[src/hw/fsi_pkg.sv]
// constants, types and register map of the power/fault indicator encoder
// assumes a 40 MHz core clock and a 32-bit apb master on the same clock
// Contract
// - run without fault shows steady green
// - undescribed nonrecoverable fault shows steady red
// - recoverable fault: green plus flashing red
// - ambiguous fault codes flash red without green
// - bursts repeat, separated by a pause
// - configuration mode blinks red at 1 Hz
// - no or unfinished configuration enters configuration mode
// - switches captured at power-up after configuration mode
// - corrupted stored setting flashes two
// - swapped test-pulse sources flash two
// - OR selector with mat wiring flashes three
// - mat mismatch reported once inputs are closed
// - AND selector accepts mat wiring
// - retrigger link added later flashes three
// - cross fault enters fault mode, flashes four
// - shorted test-pulse source gives steady red
// - shorted solid-state outputs give steady red
// - excess input capacitance gives steady red
// - supply or line disturbance gives steady red
// - steady red held until power cycle; a CTRL reconfiguration write also leaves it once the cause has gone
package fsi_pkg;
  // timing
  localparam int CLOCK_HZ       = 40_000_000;
  localparam int TICK_US        = 1000;
  localparam int TICK_CYCLES    = CLOCK_HZ / 1_000_000 * TICK_US;
  localparam int BLINK_HZ       = 1;
  localparam int BLINK_HALF_MS  = 1000 / (2 * BLINK_HZ);
  localparam int FLASH_ON_MS    = 250;
  localparam int FLASH_OFF_MS   = 250;
  localparam int PAUSE_MS       = 1500;
  localparam int SETTLE_CYCLES  = 4;
  // flash codes
  localparam logic [2:0] CODE_NONE    = 3'h0;
  localparam logic [2:0] CODE_BAD_CFG = 3'h2;
  localparam logic [2:0] CODE_MAT_OR  = 3'h3;
  localparam logic [2:0] CODE_CROSS   = 3'h4;
  // logic selector range
  localparam logic [3:0] LOGIC_MIN = 4'h1;
  localparam logic [3:0] LOGIC_MAX = 4'h8;
  // register offsets
  localparam logic [7:0] ADDR_CTRL   = 8'h00;
  localparam logic [7:0] ADDR_STATUS = 8'h04;
  localparam logic [7:0] ADDR_CONFIG = 8'h08;
  // field positions
  localparam int CTRL_VARIANT_LSB  = 0;
  localparam int CTRL_RECONFIG_BIT = 8;
  localparam int STATUS_MODE_LSB   = 0;
  localparam int STATUS_CODE_LSB   = 4;
  localparam int STATUS_CAUSE_LSB  = 8;
  localparam int STATUS_RED_BIT    = 12;
  localparam int STATUS_GREEN_BIT  = 13;
  localparam int CONFIG_LOGIC_LSB  = 0;
  localparam int CONFIG_LINK_BIT   = 4;
  // reset values
  localparam logic [1:0] CTRL_VARIANT_RST = 2'h1;

  typedef enum logic [2:0] {MODE_START, MODE_CONFIG, MODE_RUN, MODE_FLASH, MODE_STEADY} fsi_mode_t;
  typedef enum logic [1:0] {PH_PAUSE, PH_ON, PH_OFF} fsi_phase_t;
  typedef enum logic [1:0] {VAR_SINGLE, VAR_DUAL_RELAY, VAR_DUAL_SOLID, VAR_TIMED} fsi_variant_t;
  typedef enum logic [1:0] {STORE_EMPTY, STORE_PENDING, STORE_VALID} fsi_store_t;

  // pin-level detector and switch inputs
  typedef struct packed {
    logic [3:0] logic_switch;
    logic       mat_wiring;
    logic       inputs_closed;
    logic       sources_swapped;
    logic       retrigger_link_present;
    logic       cross_fault;
    logic       test_pulse_source_short;
    logic       output_short;
    logic       excess_capacitance;
    logic       supply_disturbance;
  } fsi_pins_t;

  // stored configuration as read at power-up
  typedef struct packed {
    fsi_store_t state;
    logic       intact;
    logic [3:0] logic_sel;
    logic       link;
  } fsi_stored_t;

  // write request to the configuration store
  typedef struct packed {
    logic       store;
    fsi_store_t state;
    logic [3:0] logic_sel;
    logic       link;
  } fsi_cfg_wr_t;

  // whole state of the encoder
  typedef struct packed {
    fsi_pins_t    s1;
    fsi_pins_t    s2;
    fsi_mode_t    mode;
    logic [3:0]   settle;
    logic [15:0]  div;
    logic [10:0]  ms;
    fsi_phase_t   phase;
    logic [2:0]   idx;
    logic [2:0]   shown;
    logic         blink;
    logic [2:0]   code;
    logic [3:0]   cause;
    fsi_variant_t variant;
    logic [3:0]   cfg_logic;
    logic         cfg_link;
    fsi_cfg_wr_t  wr;
    logic         green;
    logic         red;
    logic         pready;
    logic         pslverr;
    logic [31:0]  prdata;
  } fsi_state_t;
endpackage

[src/hw/fsi_encoder.sv]
// power/fault indicator encoder: classifies relay condition, drives the two-colour lamp
// assumes detector inputs are asynchronous pins, store and recoverable code are on i_clock
`timescale 1ns/10ps
module fsi_encoder #(
  parameter int TICK_CYCLES = fsi_pkg::TICK_CYCLES
) (
  // clock and reset
  input  wire logic                i_clock,
  input  wire logic                i_reset,
  // apb slave
  input  wire logic                i_psel,
  input  wire logic                i_penable,
  input  wire logic                i_pwrite,
  input  wire logic [7:0]          i_paddr,
  input  wire logic [31:0]         i_pwdata,
  output logic                     o_pready,
  output logic [31:0]              o_prdata,
  output logic                     o_pslverr,
  // detector pins and stored configuration
  input  wire fsi_pkg::fsi_pins_t   i_pins,
  input  wire fsi_pkg::fsi_stored_t i_stored,
  input  wire logic [2:0]          i_recover_code,
  // indicator and store write
  output logic                     o_power_fault_indicator_green,
  output logic                     o_power_fault_indicator_red,
  output fsi_pkg::fsi_cfg_wr_t      o_cfg_wr
);

  // refuse divider lengths the counter cannot hold
  if (TICK_CYCLES < 1 || TICK_CYCLES > 65536) begin : g_bad_tick
    $error("TICK_CYCLES out of range");
  end

  fsi_pkg::fsi_state_t q;
  fsi_pkg::fsi_state_t n;

  // next-state logic
  always_comb begin
    logic       tick;
    logic [3:0] cause_now;
    logic       dual;
    logic       mat_or;
    logic [2:0] eff;
    logic       setup;
    logic       access;
    logic       hit;
    logic [31:0] rd;
    tick      = 1'b0;
    cause_now = 4'h0;
    dual      = 1'b0;
    mat_or    = 1'b0;
    eff       = fsi_pkg::CODE_NONE;
    setup     = 1'b0;
    access    = 1'b0;
    hit       = 1'b0;
    rd        = 32'h0;
    n          = q;
    n.wr.store = 1'b0;

    // two-stage pin synchroniser
    n.s1 = i_pins;
    n.s2 = q.s1;

    // millisecond tick divider
    tick  = (q.div == 16'(TICK_CYCLES - 1));
    n.div = tick ? 16'h0 : q.div + 16'h1;

    // nonrecoverable causes by variant
    cause_now[0] = q.s2.test_pulse_source_short;
    cause_now[1] = q.s2.output_short && (q.variant == fsi_pkg::VAR_DUAL_SOLID);
    cause_now[2] = q.s2.excess_capacitance && (q.variant == fsi_pkg::VAR_SINGLE);
    cause_now[3] = q.s2.supply_disturbance;
    dual = (q.variant == fsi_pkg::VAR_DUAL_RELAY) || (q.variant == fsi_pkg::VAR_DUAL_SOLID);

    // condition machine
    case (q.mode)
      fsi_pkg::MODE_START: begin
        if (q.settle != 4'(fsi_pkg::SETTLE_CYCLES)) begin
          n.settle = q.settle + 4'h1;
        end else if (cause_now != 4'h0) begin
          n.mode = fsi_pkg::MODE_STEADY;
        end else begin
          case (i_stored.state)
            fsi_pkg::STORE_PENDING: begin
              if (q.s2.logic_switch >= fsi_pkg::LOGIC_MIN && q.s2.logic_switch <= fsi_pkg::LOGIC_MAX) begin
                // capture the switches set during configuration mode
                n.cfg_logic    = q.s2.logic_switch;
                n.cfg_link     = q.s2.retrigger_link_present;
                n.wr.store     = 1'b1;
                n.wr.state     = fsi_pkg::STORE_VALID;
                n.wr.logic_sel = q.s2.logic_switch;
                n.wr.link      = q.s2.retrigger_link_present;
                // odd position is OR, even is AND
                mat_or = dual && q.s2.logic_switch[0] && q.s2.mat_wiring && q.s2.inputs_closed;
                if (mat_or) begin
                  n.mode = fsi_pkg::MODE_FLASH;
                  n.code = fsi_pkg::CODE_MAT_OR;
                end else begin
                  n.mode = fsi_pkg::MODE_RUN;
                end
              end else begin
                n.mode = fsi_pkg::MODE_CONFIG;
              end
            end
            fsi_pkg::STORE_VALID: begin
              n.cfg_logic = i_stored.logic_sel;
              n.cfg_link  = i_stored.link;
              mat_or = dual && i_stored.logic_sel[0] && q.s2.mat_wiring && q.s2.inputs_closed;
              if (!i_stored.intact || q.s2.sources_swapped) begin
                n.mode = fsi_pkg::MODE_FLASH;
                n.code = fsi_pkg::CODE_BAD_CFG;
              end else if (mat_or) begin
                n.mode = fsi_pkg::MODE_FLASH;
                n.code = fsi_pkg::CODE_MAT_OR;
              end else if (q.variant == fsi_pkg::VAR_TIMED && q.s2.retrigger_link_present && !i_stored.link) begin
                n.mode = fsi_pkg::MODE_FLASH;
                n.code = fsi_pkg::CODE_MAT_OR;
              end else begin
                n.mode = fsi_pkg::MODE_RUN;
              end
            end
            default: begin
              // nothing stored: mark the attempt as pending
              n.mode         = fsi_pkg::MODE_CONFIG;
              n.wr.store     = 1'b1;
              n.wr.state     = fsi_pkg::STORE_PENDING;
              n.wr.logic_sel = 4'h0;
              n.wr.link      = 1'b0;
            end
          endcase
        end
      end
      fsi_pkg::MODE_RUN: begin
        if (q.s2.cross_fault) begin
          n.mode = fsi_pkg::MODE_FLASH;
          n.code = fsi_pkg::CODE_CROSS;
        end
      end
      default: begin
        // config, flash and steady hold until power cycle, a reconfiguration write or a steady cause
      end
    endcase

    // software reconfiguration request
    setup  = i_psel && !i_penable;
    access = i_psel && i_penable && q.pready;
    if (access && i_pwrite && i_paddr == fsi_pkg::ADDR_CTRL) begin
      n.variant = fsi_pkg::fsi_variant_t'(i_pwdata[fsi_pkg::CTRL_VARIANT_LSB +: 2]);
      if (i_pwdata[fsi_pkg::CTRL_RECONFIG_BIT] && q.mode != fsi_pkg::MODE_START) begin
        n.mode         = fsi_pkg::MODE_CONFIG;
        n.code         = fsi_pkg::CODE_NONE;
        n.cause        = 4'h0;
        n.wr.store     = 1'b1;
        n.wr.state     = fsi_pkg::STORE_PENDING;
        n.wr.logic_sel = 4'h0;
        n.wr.link      = 1'b0;
      end
    end

    // nonrecoverable causes latch and override everything
    if (q.mode != fsi_pkg::MODE_START && cause_now != 4'h0) begin
      n.cause = n.cause | cause_now;
      n.mode  = fsi_pkg::MODE_STEADY;
    end

    // code currently on display
    if (q.mode == fsi_pkg::MODE_FLASH) begin
      eff = q.code;
    end else if (q.mode == fsi_pkg::MODE_RUN) begin
      eff = i_recover_code;
    end

    // burst sequencer, restarts from a pause on a new code
    if (eff != q.shown) begin
      n.shown = eff;
      n.phase = fsi_pkg::PH_PAUSE;
      n.ms    = 11'h0;
      n.idx   = 3'h0;
    end else if (tick && eff != fsi_pkg::CODE_NONE) begin
      n.ms = q.ms + 11'h1;
      case (q.phase)
        fsi_pkg::PH_PAUSE: begin
          if (q.ms == 11'(fsi_pkg::PAUSE_MS - 1)) begin
            n.ms    = 11'h0;
            n.phase = fsi_pkg::PH_ON;
            n.idx   = 3'h1;
          end
        end
        fsi_pkg::PH_ON: begin
          if (q.ms == 11'(fsi_pkg::FLASH_ON_MS - 1)) begin
            n.ms    = 11'h0;
            n.phase = fsi_pkg::PH_OFF;
          end
        end
        default: begin
          if (q.ms == 11'(fsi_pkg::FLASH_OFF_MS - 1)) begin
            n.ms = 11'h0;
            if (q.idx == eff) begin
              n.phase = fsi_pkg::PH_PAUSE;
            end else begin
              n.phase = fsi_pkg::PH_ON;
              n.idx   = q.idx + 3'h1;
            end
          end
        end
      endcase
    end else if (tick && q.mode == fsi_pkg::MODE_CONFIG) begin
      // 1 Hz blink shares the millisecond counter
      if (q.ms == 11'(fsi_pkg::BLINK_HALF_MS - 1)) begin
        n.ms    = 11'h0;
        n.blink = !q.blink;
      end else begin
        n.ms = q.ms + 11'h1;
      end
    end
    if (q.mode != fsi_pkg::MODE_CONFIG) begin
      n.blink = 1'b0;
    end

    // lamp drive
    n.green = (q.mode == fsi_pkg::MODE_RUN);
    n.red   = (q.mode == fsi_pkg::MODE_STEADY)
           || (q.mode == fsi_pkg::MODE_CONFIG && q.blink)
           || (q.shown != fsi_pkg::CODE_NONE && q.phase == fsi_pkg::PH_ON);

    // apb read decode at setup, answer in the first access cycle
    n.pready  = setup;
    n.pslverr = 1'b0;
    if (setup) begin
      hit = 1'b1;
      if (i_paddr == fsi_pkg::ADDR_CTRL) begin
        rd[fsi_pkg::CTRL_VARIANT_LSB +: 2] = q.variant;
      end else if (i_paddr == fsi_pkg::ADDR_STATUS) begin
        rd[fsi_pkg::STATUS_MODE_LSB +: 3]  = q.mode;
        rd[fsi_pkg::STATUS_CODE_LSB +: 3]  = q.shown;
        rd[fsi_pkg::STATUS_CAUSE_LSB +: 4] = q.cause;
        rd[fsi_pkg::STATUS_RED_BIT]        = q.red;
        rd[fsi_pkg::STATUS_GREEN_BIT]      = q.green;
      end else if (i_paddr == fsi_pkg::ADDR_CONFIG) begin
        rd[fsi_pkg::CONFIG_LOGIC_LSB +: 4] = q.cfg_logic;
        rd[fsi_pkg::CONFIG_LINK_BIT]       = q.cfg_link;
      end else begin
        hit = 1'b0;
      end
      n.prdata  = rd;
      n.pslverr = !hit;
    end
  end

  // state register
  always_ff @(posedge i_clock) begin
    if (i_reset) begin
      q         <= '0;
      q.variant <= fsi_pkg::fsi_variant_t'(fsi_pkg::CTRL_VARIANT_RST);
    end else begin
      q <= n;
    end
  end

  // outputs straight from the state register
  assign o_pready                      = q.pready;
  assign o_prdata                      = q.prdata;
  assign o_pslverr                     = q.pslverr;
  assign o_power_fault_indicator_green = q.green;
  assign o_power_fault_indicator_red   = q.red;
  assign o_cfg_wr                      = q.wr;

  // helper terms for the checks
  logic steady_cause;
  logic start_go;
  assign steady_cause = q.s2.test_pulse_source_short || q.s2.supply_disturbance
                     || (q.s2.output_short && q.variant == fsi_pkg::VAR_DUAL_SOLID)
                     || (q.s2.excess_capacitance && q.variant == fsi_pkg::VAR_SINGLE);
  assign start_go     = (q.mode == fsi_pkg::MODE_START) && (q.settle == 4'(fsi_pkg::SETTLE_CYCLES));
endmodule

[config.mk]
export PLATFORM = sky130hd
export DESIGN_NAME = fsi_encoder
export DESIGN_NICKNAME = d
export VERILOG_FILES = /design/src/hw/fsi_pkg.sv /design/src/hw/fsi_encoder.sv
export SDC_FILE = /design/constraint.sdc
export NUM_CORES = 1
export LEC_CHECK = 0
export ABC_AREA = 1
export CAP_MARGIN = 40
export CORE_UTILIZATION = 55
export CTS_CLUSTER_DIAMETER = 100
export DETAILED_ROUTE_END_ITERATION = 8
export DONT_BUFFER_PORTS = 1
export GPL_ROUTABILITY_DRIVEN = 1
export PLACE_DENSITY = 0.79
export SETUP_SLACK_MARGIN = 0.4
export SYNTH_ARGS = -nofsm -noshare
export SYNTH_HDL_FRONTEND = slang
export SYNTH_SLANG_ARGS = --single-unit
[constraint.sdc]
create_clock -name i_clock -period 2.29 [get_ports i_clock]
set_input_delay 0.1145 -clock i_clock [delete_from_list [all_inputs] [get_ports i_clock]]
set_output_delay 0.1145 -clock i_clock [all_outputs]
set_load 0.005 [all_outputs]
==> summary.md <==
| Metric | Value |
|---|---|
| Routed Antenna Nets | 0 |
| Leakage | 2.54 nW |
| Period utilisation layout | roughly four fifths |
| Final GP Congestion | between 0.8 and 0.9 |
| Largest family of logic cells by synthesized area | simple AND/OR/NAND/NOR gates |
| Synthesized-area fraction occupied by adder cells | 2.53% |
| Height of the die | slightly above 100 um |
| Max Slew Vio Count | 0 |
| CTS H-Tree Depth | 3 |
| Fmax | ~540 MHz |
| Post-DP HPWL | ~8400 um |
| DRT Wirelength | approximately 12000 um |
| Max cap viols | 0 |
| Root buffer cell | clkbuf_8 |
| Register area share after synthesis | roughly two fifths |
| Final setup viols | 0 |
| Synth Area in Compound Gates | a little over a tenth |
| Power Density | around 590 nW/um^2 |
| Worst vdd ir | roughly 0.34 mV |
| Initial antenna violation count | 0 |
| Row count | 35 |
| Die width | around 100 um |
| Simple-Gate Fraction of Synth Area | 30.5% |
| CTS tree | built |
| Initial DRC count | 203 |
| Post-Synthesis Cells | between 700 and 800 |
| Port bufs | 0 |
| Reg2reg start | q[49] |
| Avg WL per Cell | roughly 13 um |
| Crit. End Element | flop |
| #FFs+latches synth | between 100 and 150 |
| Total chip power | roughly 3.4 mW |
| Vias | 4745 |
| Sink Count | about 110 |
| Worst-path clk slew | 0.10 ns |
| Mapped cell area | roughly 5400 um^2 |
| Core area | approximately 9400 um^2 |
| Clock skew | roughly 0.010 ns |
| Setup TNS | 0 ns |
| Crit path time final | between 1.5 and 2 ns |
| TritonCTS Buffers | 9 |
| Area leader, netlist | dfxtp_1 |
| Drt via density | between 5 and 6 |
| Share of the synthesized area in the top cell type | between 30 and 40% |
| Hold Crit Depth | 3 |
| Total congestion overflow | 0 |
| Dpl ws | approximately 0.27 ns |
| All-Layer GR Usage | between 20% and 30% |
| R2r setup slk | roughly 0.43 ns |
| Post-synthesis mux area share | 0% |
| Ports | 113 |
| Worst-Skew Late Latency | 0.38 ns |
| CTS max path bufs | 2 |
| Worst Setup Start Kind | flop |
| Hold crit path type | input pin to flop |
| Number of diodes | 0 |
| Fin nets | about 850 |
| Slew HR | 60.2% |
| Outcome | finished, final reports clean |
| Arrival @ worst endpoint | ~2.2 ns |
| Setup ws final | between 0.4 and 0.5 ns |
| Die ar. | between 10000 and 15000 um^2 |
| Layout cells sized above 1 | 11.3% |
| Vias in the first global route | roughly 4200 |
| Min-delay src | i_reset |
| Initial Util | 57.7% |
| CP max FO | 6 |
| WP data required | around 2.6 ns |
| FF-to-FF path depth | 10 |
| Global-route wire length before repair | around 19000 um |
| Unrepaired setup endpoints after global routing | yes |
| DRC Markers | 0 |
| Area grow syn2layout | 7.67% |
| Largest net degree at the start of global routing | 50 |
| Syn Area/Cell | roughly 7 um^2 |
| CP Launch Point | q[49] |
| Slew @ Worst Pin | 0.592 ns |
| Largest cells by area after synthesis | dfxtp_1 (40%), nand2_1 (10%), inv_1 (7.6%) |
| Distinct cell type count after synthesis | between 40 and 50 |
| Hold Fails Final Rpt | 0 |
| YS warnings | 0 |
| TritonRoute pass-1 iters | 5 |
| Crit Path Class | flop to flop |
| Post-Synth XOR/XNOR Area | 1.77% |
-- cells by family (layout without fill, tap and decap cells) --
| kind of cell | Yosys count | after routing |
|---|---|---|
| buffers and inverters | 168 | 158 |
| adders and majority gates | 11 | 11 |
| and+or+nand+nor | 363 | 365 |
| DFF | 108 | 108 |
| xor gates and xnor gates | 11 | 11 |
| other | 1 | 19 |
| AOI/OAI and AO/OA | 101 | 101 |
-- layout by cell type (no fill, tap or decap), types with 6 or more instances in the layout --
master	instances
nor2_4	6
conb_1	19
nand2_2	9
inv_2	6
nand4_1	13
nor3_1	9
o21ai_0	29
dlygate4sd3_1	17
buf_4	10
a21oi_1	43
dfxtp_1	101
nand2_4	8
ha_1	9
nand3_1	49
clkbuf_8	10
inv_1	107
xor2_1	8
nor2_1	98
dfxtp_2	7
nand2_1	146
-- report_power, final --
part	total, mW	internal, mW	switching [mW]
clock network	1.12	0.443	0.681
logic	0.346	0.120	0.226
registers	1.97	1.94	0.0369
total	3.44	2.50	0.943
-- sequential cells by signal, summed over array words and instances (netlist names) --
register	cells
o_power_fault_indicator_red	1
n	13
o_prdata	13
o_pready	1
q	70
o_cfg_wr	8
o_pslverr	1
o_power_fault_indicator_green	1
-- cell type report --
class	instances	area, um^2
tap	129	161
clock buffer	11	141
timing repair buffer	29	285
sequential	108	2170
inverter	113	424
multi-input combinational	507	2630
clock inverter	5	42.5
fill	839	3560
-- path summary, 6_finish.rpt --
kind / endpoint
worst max register to register: o_cfg_wr[4]
worst min-delay path: q[98]
worst min register to register: q[108]
worst max-delay path: o_cfg_wr[4]
-- through the flow --
stage / hold slack (ns) / cells / area [um^2] / utilization, %
after floorplan: 0.195 / 781 / 5500 / -
after global placement: 0.196 / 859 / 5310 / 56.4
after detailed placement: 0.197 / 859 / 5310 / 56.4
after CTS: 0.0211 / 895 / 5720 / 60.7
after global routing: 0.0440 / 902 / 5850 / 62.2
final: 0.0113 / 902 / 5850 / 62.2
-- worst max-delay path, stage by stage (launching register included) --
cell,delay (ns)
dfxtp_2,0.37
inv_1,0.07
ha_1,0.21
nand2_2,0.11
nand3_4,0.12
nor3_4,0.37
nand3_2,0.20
nand2_1,0.11
o21ai_0,0.09
nand2_1,0.08
inv_1,0.04
-- timing repair --
action                                 in CTS  in global routing
endpoints found under the hold margin      66                  0
gates cloned                                1                  1
pin swaps                                   3                  9
setup endpoints to repair                  25                 49
resized for setup                           5                 25
buffers inserted                            1                  6
hold buffers                               18                  0
-- layer usage --
metal	part of all wire (%)	vias to the layer above	GRT usage, %
met5	0	-	0
met2	47	170	38.6
met1	43	2159	28.9
li1	-	2380	-
met4	3.1	0	10.1
met3	7.1	36	5.24
-- synthesized netlist by cell type --
cell      number
nand3_2        4
nand2_4        4
a32o_1         2
nor3_4         1
buf_1          2
o211ai_1       5
buf_2          3
nor4_2         1
nor2_2         3
inv_1        110
nor2_4         5
a21boi_0       1
conb_1         1
o21ai_0       29
o21ai_1        3
xnor2_1        3
nand2_2        6
a21oi_2        4
a21oi_1       43
clkbuf_1       7
o31ai_1        3
o22ai_1        3
nand3_1       52
or2_2          2
nand3b_1       3
nor4_1         4
xor2_1         8
ha_1          11
inv_2          3
o21a_1         2
nor2_1       101
and2_1         1
dfxtp_1      108
nor3_1         9
buf_4         41
buf_6          1
a211oi_1       1
a31oi_1        5
nand2_1      151
nand4_1       13
nand4_2        2
nor3b_1        1
buf_8          1
Note: power is estimated with default switching activity, not from simulation.
